File: config.mk
export PLATFORM = sky130hd
export DESIGN_NAME = ssp_ctrl
export DESIGN_NICKNAME = d
export VERILOG_FILES = /design/src/ssp_pkg.sv /design/src/ssp_ctrl.sv /design/src/ssp_tx_fifo.sv
export VERILOG_INCLUDE_DIRS = /design/src
export SDC_FILE = /design/constraint.sdc
export NUM_CORES = 1
export LEC_CHECK = 0
export BUFFER_PORTS_ARGS = -buffer_cell sky130_fd_sc_hd__buf_2
export CAP_MARGIN = 20
export CORE_UTILIZATION = 55
export CTS_BUF_LIST = sky130_fd_sc_hd__clkbuf_2
export DETAILED_ROUTE_END_ITERATION = 7
export GPL_ROUTABILITY_DRIVEN = 0
export GPL_TIMING_DRIVEN = 0
export PLACE_DENSITY = 0.83
export SYNTH_ARGS = -nofsm -noshare
export SYNTH_HDL_FRONTEND = slang
export SYNTH_SLANG_ARGS = --single-unit
File: constraint.sdc
create_clock -name i_sys_clk -period 3.8 [get_ports i_sys_clk]
set_input_delay 0 -clock i_sys_clk [delete_from_list [all_inputs] [get_ports i_sys_clk]]
set_output_delay 0 -clock i_sys_clk [all_outputs]
set_load 0.01 [all_outputs]
File: src/ssp_consts.svh
// Register offsets, field positions, reset values and timing counts
`ifndef SSP_CONSTS_SVH
`define SSP_CONSTS_SVH
`define SSP_ADDR_W        8
`define SSP_OFF_CTRL      8'h00
`define SSP_OFF_DATA      8'h04
`define SSP_OFF_STAT      8'h08
`define SSP_OFF_RAW       8'h0C
`define SSP_OFF_MASK      8'h10
`define SSP_OFF_MIS       8'h14
`define SSP_OFF_ICLR      8'h18
`define SSP_OFF_DMA_SET   8'h1C
`define SSP_OFF_DMA_CLR   8'h20
`define SSP_OFF_DMA       8'h24
`define SSP_OFF_PUT       8'h28
`define SSP_CTRL_EN_BIT   0
`define SSP_CTRL_WID_LSB  4
`define SSP_CTRL_WID_MSB  7
`define SSP_CTRL_RESET    32'h0000_0070
`define SSP_WID_RESET     4'h7
`define SSP_INT_TXFF      0
`define SSP_INT_RXFF      1
`define SSP_INT_RXTO      2
`define SSP_INT_RXOR      3
`define SSP_DMA_RX        0
`define SSP_DMA_TX        1
`define SSP_STAT_BUSY     0
`define SSP_STAT_NOTFULL  1
`define SSP_STAT_EMPTY    2
`define SSP_WID_MIN       4'h3
`define SSP_FIFO_DEPTH    8
`define SSP_HALF_BIT_NS   40
`define SSP_CLK_NS        10
`define SSP_HALF_BIT_CYC  (`SSP_HALF_BIT_NS / `SSP_CLK_NS)
`endif

File: src/ssp_pkg.sv
// Types shared by the serial port control block
`default_nettype none
package ssp_pkg;
	typedef enum logic [1:0] {
		SSP_IDLE,
		SSP_SHIFT,
		SSP_LAST
	} ssp_tx_state_e;
	typedef logic [15:0] ssp_word_t;
endpackage
`default_nettype wire

File: src/ssp_ctrl.sv
// Serial port control: registers, transmit path, DMA and interrupts
`timescale 1ns/100ps
`default_nettype none
`include "ssp_consts.svh"
module ssp_ctrl
	import ssp_pkg::*;
#(
	parameter int FIFO_DEPTH = `SSP_FIFO_DEPTH,
	parameter int HALF_BIT   = `SSP_HALF_BIT_CYC
) (
	input  wire logic                   i_sys_clk,
	input  wire logic                   i_rst,
	input  wire logic [`SSP_ADDR_W-1:0] i_addr,
	input  wire logic [31:0]            i_wdata,
	input  wire logic                   i_wr,
	input  wire logic                   i_rd,
	output logic [31:0]                 o_rdata,
	output logic                        o_irq,
	output logic                        o_rx_dma_req,
	output logic                        o_tx_dma_req,
	input  wire logic                   i_rx_fifo_service,
	input  wire logic                   i_rx_timeout,
	input  wire logic                   i_rx_overrun,
	output logic                        o_sclk,
	output logic                        o_sclk_oe,
	output logic                        o_mosi,
	output logic                        o_mosi_oe,
	output logic                        o_fss_n
);
	logic        port_en;
	logic [3:0]  wid_m1;
	logic [1:0]  dma_en;
	logic [3:0]  raw;
	logic [3:0]  mask;
	logic        put_ok;
	ssp_tx_state_e state;
	ssp_word_t   shreg;
	logic [3:0]  bit_cnt;
	logic [7:0]  half_cnt;
	logic        fifo_full;
	logic        fifo_empty;
	logic        fifo_rd;
	ssp_word_t   fifo_q;
	ssp_word_t   wr_trunc;
	logic [15:0] wid_mask;
	logic        wr_data;
	logic        wr_put;
	logic        rx_svc_s1;
	logic        rx_svc_s2;
	logic        rx_to_s1;
	logic        rx_to_s2;
	logic        rx_or_s1;
	logic        rx_or_s2;
	logic        busy;
	logic        half_tick;
	logic [3:0]  events;
	logic        wr_ctrl;
	logic        wr_mask;
	logic        wr_iclr;
	logic        wr_dma_set;
	logic        wr_dma_clr;
	logic        port_off;
	logic [3:0]  next_wid;
	logic [31:0] next_rdata;

	assign wr_data = i_wr && (i_addr == `SSP_OFF_DATA);
	assign wr_put  = i_wr && (i_addr == `SSP_OFF_PUT);
	assign wr_ctrl    = i_wr && (i_addr == `SSP_OFF_CTRL);
	assign wr_mask    = i_wr && (i_addr == `SSP_OFF_MASK);
	assign wr_iclr    = i_wr && (i_addr == `SSP_OFF_ICLR);
	assign wr_dma_set = i_wr && (i_addr == `SSP_OFF_DMA_SET);
	assign wr_dma_clr = i_wr && (i_addr == `SSP_OFF_DMA_CLR);

	// Abort in the same edge as the disabling write, so no stray clock
	// edge or frame strobe escapes after software turns the port off
	assign port_off = !port_en || (wr_ctrl && !i_wdata[`SSP_CTRL_EN_BIT]);

	// Keep only the configured width
	always_comb begin
		wid_mask = 16'h0000;
		for (int k = 0; k < 16; k++)
			wid_mask[k] = (4'(k) <= wid_m1);
	end
	assign wr_trunc = ssp_word_t'(i_wdata[15:0]) & wid_mask;

	// Disabled port flushes, so stale words never go out after re-enable
	ssp_tx_fifo #(
		.DEPTH (FIFO_DEPTH),
		.AW    ($clog2(FIFO_DEPTH))
	) u_fifo (
		.i_sys_clk (i_sys_clk),
		.i_rst     (i_rst),
		.i_flush   (!port_en),
		.i_wr      ((wr_data || wr_put) && port_en),
		.i_wr_data (wr_trunc),
		.i_rd      (fifo_rd),
		.o_rd_data (fifo_q),
		.o_full    (fifo_full),
		.o_empty   (fifo_empty)
	);

	// Control register; width below four is held at four
	always_comb begin
		next_wid = i_wdata[`SSP_CTRL_WID_MSB:`SSP_CTRL_WID_LSB];
		if (next_wid < `SSP_WID_MIN)
			next_wid = `SSP_WID_MIN;
	end

	always_ff @(posedge i_sys_clk) begin
		if (i_rst) begin
			port_en <= 1'b0;
			wid_m1  <= `SSP_WID_RESET;
		end else if (wr_ctrl) begin
			port_en <= i_wdata[`SSP_CTRL_EN_BIT];
			wid_m1  <= next_wid;
		end
	end

	// DMA enables: set and clear only the masked directions
	always_ff @(posedge i_sys_clk) begin
		if (i_rst)
			dma_en <= 2'h0;
		else if (wr_dma_set)
			dma_en <= dma_en | i_wdata[1:0];
		else if (wr_dma_clr)
			dma_en <= dma_en & ~i_wdata[1:0];
	end
	// Requests rely on a DMA controller already set up
	assign o_tx_dma_req = dma_en[`SSP_DMA_TX] && port_en && !fifo_full;
	assign o_rx_dma_req = dma_en[`SSP_DMA_RX] && port_en && rx_svc_s2;

	// Receive-side events come from another domain
	always_ff @(posedge i_sys_clk) begin
		if (i_rst) begin
			rx_svc_s1 <= 1'b0;
			rx_svc_s2 <= 1'b0;
			rx_to_s1  <= 1'b0;
			rx_to_s2  <= 1'b0;
			rx_or_s1  <= 1'b0;
			rx_or_s2  <= 1'b0;
		end else begin
			rx_svc_s1 <= i_rx_fifo_service;
			rx_svc_s2 <= rx_svc_s1;
			rx_to_s1  <= i_rx_timeout;
			rx_to_s2  <= rx_to_s1;
			rx_or_s1  <= i_rx_overrun;
			rx_or_s2  <= rx_or_s1;
		end
	end

	// Disabled port raises nothing
	assign events[`SSP_INT_TXFF] = port_en && !fifo_full;
	assign events[`SSP_INT_RXFF] = port_en && rx_svc_s2;
	assign events[`SSP_INT_RXTO] = port_en && rx_to_s2;
	assign events[`SSP_INT_RXOR] = port_en && rx_or_s2;

	// FIFO service sources are levels; timeout and overrun are sticky
	always_ff @(posedge i_sys_clk) begin
		if (i_rst) begin
			raw <= 4'h0;
		end else begin
			raw[`SSP_INT_TXFF] <= events[`SSP_INT_TXFF];
			raw[`SSP_INT_RXFF] <= events[`SSP_INT_RXFF];
			// Set wins over a same-cycle clear
			for (int k = `SSP_INT_RXTO; k <= `SSP_INT_RXOR; k++) begin
				if (events[k])
					raw[k] <= 1'b1;
				else if (wr_iclr && i_wdata[k])
					raw[k] <= 1'b0;
			end
		end
	end

	// Enables set and cleared independently by plain write
	always_ff @(posedge i_sys_clk) begin
		if (i_rst)
			mask <= 4'h0;
		else if (wr_mask)
			mask <= i_wdata[3:0];
	end

	// Level output; software clears the source or its enable to drop it
	assign o_irq = |(raw & mask);

	// Put-try result kept for the following read
	always_ff @(posedge i_sys_clk) begin
		if (i_rst)
			put_ok <= 1'b0;
		else if (wr_put)
			put_ok <= port_en && !fifo_full;
	end

	// Transmit shifter, half-bit ticks from the system clock
	assign half_tick = (half_cnt == 8'(HALF_BIT - 1));
	assign fifo_rd = port_en && (state != SSP_SHIFT) && !fifo_empty &&
		(state == SSP_IDLE || half_tick);

	// Counter rests in idle so every frame starts a full half-bit late
	always_ff @(posedge i_sys_clk) begin
		if (i_rst || port_off || state == SSP_IDLE || half_tick)
			half_cnt <= 8'h00;
		else
			half_cnt <= half_cnt + 8'h01;
	end

	always_ff @(posedge i_sys_clk) begin
		if (i_rst || port_off) begin
			state   <= SSP_IDLE;
			shreg   <= '0;
			bit_cnt <= 4'h0;
			o_sclk  <= 1'b0;
		end else begin
			unique case (state)
				SSP_IDLE: begin
					if (!fifo_empty) begin
						shreg   <= fifo_q;
						bit_cnt <= wid_m1;
						state   <= SSP_SHIFT;
					end
				end
				SSP_SHIFT: begin
					if (half_tick) begin
						o_sclk <= !o_sclk;
						if (o_sclk) begin
							shreg <= {shreg[14:0], 1'b0};
							if (bit_cnt == 4'h0)
								state <= SSP_LAST;
							else
								bit_cnt <= bit_cnt - 4'h1;
						end
					end
				end
				SSP_LAST: begin
					if (half_tick) begin
						if (!fifo_empty) begin
							shreg   <= fifo_q;
							bit_cnt <= wid_m1;
							state   <= SSP_SHIFT;
						end else begin
							state <= SSP_IDLE;
						end
					end
				end
				default: state <= SSP_IDLE;
			endcase
		end
	end

	// Registered so the pin never glitches while width or shifter settle;
	// the extra cycle is well inside the half-bit setup time
	always_ff @(posedge i_sys_clk) begin
		if (i_rst || port_off)
			o_mosi <= 1'b0;
		else
			o_mosi <= shreg[wid_m1];
	end

	assign o_mosi_oe = port_en;
	assign o_sclk_oe = port_en;
	// Strobe stays low across back-to-back words
	assign o_fss_n   = !(state != SSP_IDLE);
	assign busy      = !fifo_empty || state != SSP_IDLE;

	// Read data one cycle after the strobe; unmapped reads zero
	always_comb begin
		next_rdata = 32'h0000_0000;
		if (i_rd) begin
			unique case (i_addr)
				`SSP_OFF_CTRL:
					next_rdata = {24'h0, wid_m1, 3'h0, port_en};
				`SSP_OFF_STAT:
					next_rdata = {29'h0, fifo_empty, !fifo_full, busy};
				`SSP_OFF_RAW:  next_rdata = {28'h0, raw};
				`SSP_OFF_MASK: next_rdata = {28'h0, mask};
				`SSP_OFF_MIS:  next_rdata = {28'h0, raw & mask};
				`SSP_OFF_DMA:  next_rdata = {30'h0, dma_en};
				`SSP_OFF_PUT:  next_rdata = {31'h0, put_ok};
				default:       next_rdata = 32'h0000_0000;
			endcase
		end
	end

	always_ff @(posedge i_sys_clk) begin
		if (i_rst)
			o_rdata <= 32'h0000_0000;
		else
			o_rdata <= next_rdata;
	end
endmodule
`default_nettype wire

File: src/ssp_tx_fifo.sv
// Transmit FIFO holding truncated words for the shifter
`timescale 1ns/100ps
`default_nettype none
module ssp_tx_fifo
	import ssp_pkg::*;
#(
	parameter int DEPTH = 8,
	parameter int AW    = 3
) (
	input  wire logic      i_sys_clk,
	input  wire logic      i_rst,
	input  wire logic      i_flush,
	input  wire logic      i_wr,
	input  wire ssp_word_t i_wr_data,
	input  wire logic      i_rd,
	output var ssp_word_t  o_rd_data,
	output logic           o_full,
	output logic           o_empty
);
	ssp_word_t      mem [DEPTH];
	logic [AW:0]    wr_ptr;
	logic [AW:0]    rd_ptr;

	assign o_empty = (wr_ptr == rd_ptr);
	assign o_full  = (wr_ptr[AW] != rd_ptr[AW]) &&
		(wr_ptr[AW-1:0] == rd_ptr[AW-1:0]);
	assign o_rd_data = mem[rd_ptr[AW-1:0]];

	// Full FIFO refuses a write silently
	always_ff @(posedge i_sys_clk) begin
		if (i_wr && !o_full)
			mem[wr_ptr[AW-1:0]] <= i_wr_data;
	end

	always_ff @(posedge i_sys_clk) begin
		if (i_rst || i_flush) begin
			wr_ptr <= '0;
			rd_ptr <= '0;
		end else begin
			if (i_wr && !o_full)
				wr_ptr <= wr_ptr + 1'b1;
			if (i_rd && !o_empty)
				rd_ptr <= rd_ptr + 1'b1;
		end
	end
endmodule
`default_nettype wire
======== Word level (Yosys, flattened, before mapping) ========
Memory sizes are Yosys's and may differ from the RTL's. A register that Yosys moved wholly into a read port is not among the register bits.
Index checks and enable logic that the tools add are counted.
storage, ports and cells
  bits in registers ....................... 94
  RAM bits ................................ 128
  input port bits ......................... 47
  output and inout bits ................... 40
  logic and storage cells ................. 160
  memories ................................ 1
memories
  name        depth  width  rd ports  clocked after memory_dff  wr ports  line               text
  u_fifo.mem  8      16     1         1                         1         ssp_tx_fifo.sv:20  ssp_word_t mem [DEPTH];
operators by class
  $add $sub $neg .......................... 4
  $lt $le $gt $ge ......................... 18
  eq/ne operators ......................... 23
  mux-type cells .......................... 32
  bitwise operators ....................... 6
  reductions and logical operators ........ 53
operator list
  cell                                                 number
  2-to-1 mux 16 bit                                    4
  case mux 8 bit (7 select lines)                      1
  case mux 16 bit (3 select lines)                     1
  == test 8 x 5 -> 1 bit (second input constant)       4
  <= comparator 4 bit (first input constant)           8
  logical AND 1 bit                                    25
  == test 8 x 6 -> 1 bit (second input constant)       3
  2-to-1 mux 4 bit                                     6
  bitwise AND 16 bit                                   1
  == test 8 x 4 -> 1 bit (second input constant)       2
  <= comparator 3 x 4 -> 1 bit (first input constant)  4
  2-to-1 mux 2 bit                                     7
  != test 2 bit (second input constant)                6
  case mux 4 bit (3 select lines)                      1
  AND reduction 5 bit                                  2
  adder 4 x 1 -> 4 bit (second input constant)         2
  adder 8 x 1 -> 8 bit (second input constant)         1
  == test 8 x 2 -> 1 bit (second input constant)       1
  == test 8 x 3 -> 1 bit (second input constant)       1
  <= comparator 1 x 4 -> 1 bit (first input constant)  2
  <= comparator 2 x 4 -> 1 bit (first input constant)  2
  zero test 8 bit                                      1
  logical OR 1 bit                                     8
  2-to-1 mux 1 bit                                     8
  26 further kinds                                     35

======== Depth between registers and ports, before layout ========
  word-level depth ........................ 7
  mapped depth ............................ 8
  gate-level depth less buffers ........... 7

======== Modules after synthesis ========
A second synthesis with hierarchy kept.
unflattened totals
  cell total of the unflattened synthesis .. 675
  area, all modules ....................... 9197.6 um^2
modules (own cells, without submodules)
  module       times used  cells each  area an instance (um^2)  sequential area each (um^2)
  ssp_tx_fifo  1           271         5696.7                   4063.9
  ssp_ctrl     1           404         3500.9                   1241.2

======== Least setup slack after synthesis ========
Ideal clock, no wire load.
  path kind ............................... reg2reg
  start ................................... register u_fifo.wr_ptr[1]
  end ..................................... memory u_fifo.mem[0][0] (netlist name), enable pin
  library setup time ...................... 0.436 ns
  arrival time ............................ 3.001 ns
  data required time ...................... 3.364 ns
  path slack .............................. 0.363 ns
  stages on the path, launching flop included .. 7
  path buffers ............................ 2
  clock period less this slack ............ 3.437 ns
  path through ............................ dfxtp_1 -> buf_2 -> xnor2_1 -> a41oi_1 -> and4_1 -> buf_2 -> nor4b_1
between the ends
  cells in the longest elaborated chain, start to end .. 6
ends and longest elaborated chain
  item                                    line               text
  start, declared                         ssp_tx_fifo.sv:21  logic [AW:0] wr_ptr;
  start signal, assigned                  ssp_tx_fifo.sv:41  wr_ptr <= wr_ptr + 1'b1;
  == test 3 bit                           ssp_tx_fifo.sv:26  (wr_ptr[AW-1:0] == rd_ptr[AW-1:0]);
  logical AND 1 bit                       ssp_tx_fifo.sv:25  assign o_full = (wr_ptr[AW] != rd_ptr[AW]) &&
  zero test 1 bit                         ssp_tx_fifo.sv:31  if (i_wr && !o_full)
  logical AND 1 bit                       ssp_tx_fifo.sv:31
  2-to-1 mux 1 bit                        ssp_tx_fifo.sv:31
  2-to-1 mux 1 bit (implied by the code)  ssp_tx_fifo.sv:32  mem[wr_ptr[AW-1:0]] <= i_wr_data;
  end, declared                           ssp_tx_fifo.sv:20
Parallel ways exist; a longest one is shown, timed or not.

======== Worst setup path after layout ========
  start ................................... register port_en, in the netlist o_mosi_oe
  end ..................................... memory u_fifo.mem[6][7] (netlist name), enable pin
between the ends
  cells in the longest elaborated chain, start to end .. 4
ends and longest elaborated chain
  item                                    line               text
  start, declared                         ssp_ctrl.sv:30     logic port_en;
  start signal, assigned                  ssp_ctrl.sv:114    port_en <= i_wdata[`SSP_CTRL_EN_BIT];
  logical AND 1 bit                       ssp_ctrl.sv:94     .i_wr ((wr_data || wr_put) && port_en),
  logical AND 1 bit                       ssp_tx_fifo.sv:31
  2-to-1 mux 1 bit                        ssp_tx_fifo.sv:31
  2-to-1 mux 1 bit (implied by the code)  ssp_tx_fifo.sv:32
Every way passes these cells.

==> impl_metrics.yaml <==
outcome:
  status: "complete, no violations"
global_routing:
  use_met3: 0.0860
  grt_max_degree: 17
  grt_pass1_vias: 6542
  grt_pass1_wl_um: 34400
  gr-usage-met2: 0.457
  overflow: 0
  grt_busiest_layer: "met2"
  met1_usage: 0.342
  grt_usage: 0.281
  antenna_found_initial: 0
routing:
  dr.first_iter.drc_count: 863
  routed_wl_um: 22400
  dr.pass1.iters: 6
  routedWlPerCell_um: 20.8
  vias: 6460
  drc: 0
  detail-route-antenna-nets: 0
  vias_per_cell: 5.99
cells_and_area:
  drive_gt1_frac: 0.271
  fin_util: 0.688
  num_antenna_cells: 0
  nets: 881
  syn_to_final_growth_pct: 20.8
  nFillCells: 996
yosys:
  synth_top_area_frac: 0.441
  synth_area_um2: 8720
  ys_types: 72
  synth-seq-cells: 201
  yosysWarnings: 0
  netlist_top_cells_area: "edfxtp_1 (44%), dfxtp_1 (17%), mux4_2 (9.6%)"
  synthArstFlopShare: 0
  syn_avg_cell_area_um2: 13.7
  synth_edf_count: 128
  synth_top_cell_by_area: "edfxtp_1"
  syn_inst: 638
  synth-main-ff-cell: "edfxtp_1"
  ys_seq_area_frac: 0.608
pwr:
  power.density_nw_per_um2: 371
  ir_drop_mv: 0.325
  p_leak_nw: 3.98
clock_network:
  cts_buffers: 48
  cts_tree: "built"
  clock_sinks: 201
  post_cts_buffers: 0
  cts.htree.levels: 2
  clock_path_buffers: 3
  cts_root_buf: "clkbuf_2"
  clkTransAtPathRegs_ps: 130
  clk_latency_ps: 840
critical_path:
  worstPathArrival_ps: 3690
  crit_type: "reg -> reg"
  cp_max_fo: 10
  crit_path_start_kind: "flip-flop"
  worst_setup_path_end_kind: "flip-flop"
  cp.required_ps: 4300
floorplan:
  die_h_um: 128
  fp.dieArea_um2: 16400
  die_w_um: 128
  start_util: 0.570
  pin_count: 87
  rows: 45
  coreArea_um2: 15300
sta:
  hold_ws_ps: 154
  slew_violations: 0
  fin_crit_sh: 0.839
  worst_pin_slew_ps: 883
  finalHoldViolCount: 0
  skew_ps: 77.2
  rsz0062_at_grt: "false"
  slew_headroom: 0.410
  finalSetupViolations: 0
  timing.fmax_mhz: 314
  min_period_ps: 3190
placed_design:
  dpl.hpwl_um: 13300
  portBuffers: 45
hold_path:
  hold_path_class: "in -> reg"
flow_run:
  cap_violations: 0
-- power by group --
group          internal [mW]  switching, mW  leakage, nW
Clock                  0.583          0.877        0.340
Combinational         0.0676         0.0715         1.75
Sequential              2.31        0.00108         1.89
-- logic make-up after synthesis --
| group | Yosys count | synth area share |
|---|---|---|
| XOR/XNOR | 19 | 0.0191 |
| AND/OR/NAND/NOR | 188 | 0.119 |
| AO/OA/AOI/OAI | 94 | 0.0762 |
| buffers and inverters | 70 | 0.0485 |
| adder cells (fa/ha/maj) | 4 | 0.00574 |
| flip-flops | 201 | 0.608 |
| multiplexers | 61 | 0.123 |
| other | 1 | 0.000430 |
-- placed cells by master (no fill, tap or decap), types with 18 or more instances in the layout --
| master | count |
|---|---|
| edfxtp_1 | 128 |
| dfxtp_1 | 73 |
| clkbuf_2 | 73 |
| dlygate4sd3_1 | 64 |
| nor2_1 | 61 |
| buf_2 | 53 |
| a21oi_1 | 37 |
| mux4_2 | 37 |
| buf_4 | 27 |
| nand2_1 | 24 |
| conb_1 | 24 |
| mux2i_1 | 23 |
| clkbuf_1 | 18 |
-- layer usage --
| layer | wire length [µm] | vias to the layer above |
|---|---|---|
| met3 | 2480 | 124 |
| met1 | 8020 | 3067 |
| met2 | 10900 | 488 |
| met4 | 1050 | 0 |
| met5 | 0 | - |
| li1 | - | 2781 |
-- critical path, cell delays in order, from the launching register on --
cell	delay [ps]
dfxtp_1	630
inv_1	170
a41oi_1	380
and4_1	260
buf_2	210
nand2_1	200
nor3b_2	780
buf_6	250
-- through the flow --
| step | setup TNS (ps) | power (mW) | cell area (µm²) | worst slack (ps) | cells |
|---|---|---|---|---|---|
| 2_1_floorplan | 0 | 2.42 | 8810 | 363 | 661 |
| 4_1_cts | 0 | 3.86 | 10500 | 769 | 1078 |
| 3_3_place_gp | -43200 | 2.45 | 9300 | -1420 | 917 |
| 5_1_grt | 0 | 4.03 | 10500 | 482 | 1078 |
| 6_report | 0 | 3.91 | 10500 | 610 | 1078 |
| 3_5_place_dp | 0 | 2.45 | 9440 | 780 | 927 |
-- synth_stat cells (4+ instances only) --
cell and instances:
dfxtp_1 73, xnor2_1 9, nand4_1 5, buf_2 8, o2bb2ai_1 15, a31oi_1 5, mux2i_1 23, and2_1 8
clkbuf_1 18, and3_1 4, edfxtp_1 128, nand2_1 24, a21oi_1 37, o21ai_0 6, buf_4 26, xor2_1 10
nand3b_1 4, nor3b_1 6, nor3_1 11, nand2b_1 7, buf_6 5, nor4_1 4, nor2_1 62, inv_1 9
nand3_1 14, ha_1 4, mux4_2 37, or3_1 5, nor2b_1 14
-- what timing repair did --
action	4_1_cts	5_1_grt
hold endpoints to repair	183	0
hold buffers	64	0
endpoints found under the setup margin	0	0
gates resized for setup	0	0
-- worst paths after layout --
check	from	endpoint	slack, ps	cells after the start
setup / recovery	o_mosi_oe$_SDFFE_PP0N_	u_fifo.mem[6][7]$_DFFE_PP_	610	7
setup reg to reg	o_mosi_oe$_SDFFE_PP0N_	u_fifo.mem[6][7]$_DFFE_PP_	610	7
hold reg to reg	rx_to_s1$_SDFF_PP0_	rx_to_s2$_SDFF_PP0_	450	1
hold / removal	i_wdata[0]	u_fifo.mem[6][0]$_DFFE_PP_	150	2
-- registers in the layout, indices dropped and copies added, names as in the netlist, named ones only --
signal,count
rx_to_s2,1
shreg,16
o_rdata,8
rx_or_s2,1
o_sclk,1
state,2
u_fifo.wr_ptr,4
raw,4
o_mosi_oe,1
rx_to_s1,1
rx_svc_s2,1
put_ok,1
mask,4
o_mosi,1
rx_or_s1,1
u_fifo.mem,128
bit_cnt,4
u_fifo.rd_ptr,4
rx_svc_s1,1
half_cnt,8
wid_m1,4
-- cell type report --
type                    count  area (µm²)  area share
well taps                 211         264      0.0251
inverters                   9        33.8     0.00321
plain buffers              61         389      0.0369
flip-flops and latches    201        5310       0.503
repair buffers            119         978      0.0928
clock inverters            14        92.6     0.00879
multi-input cells         390        3110       0.295
clock buffers              73         365      0.0347
Note: power is estimated with default switching activity, not from simulation.
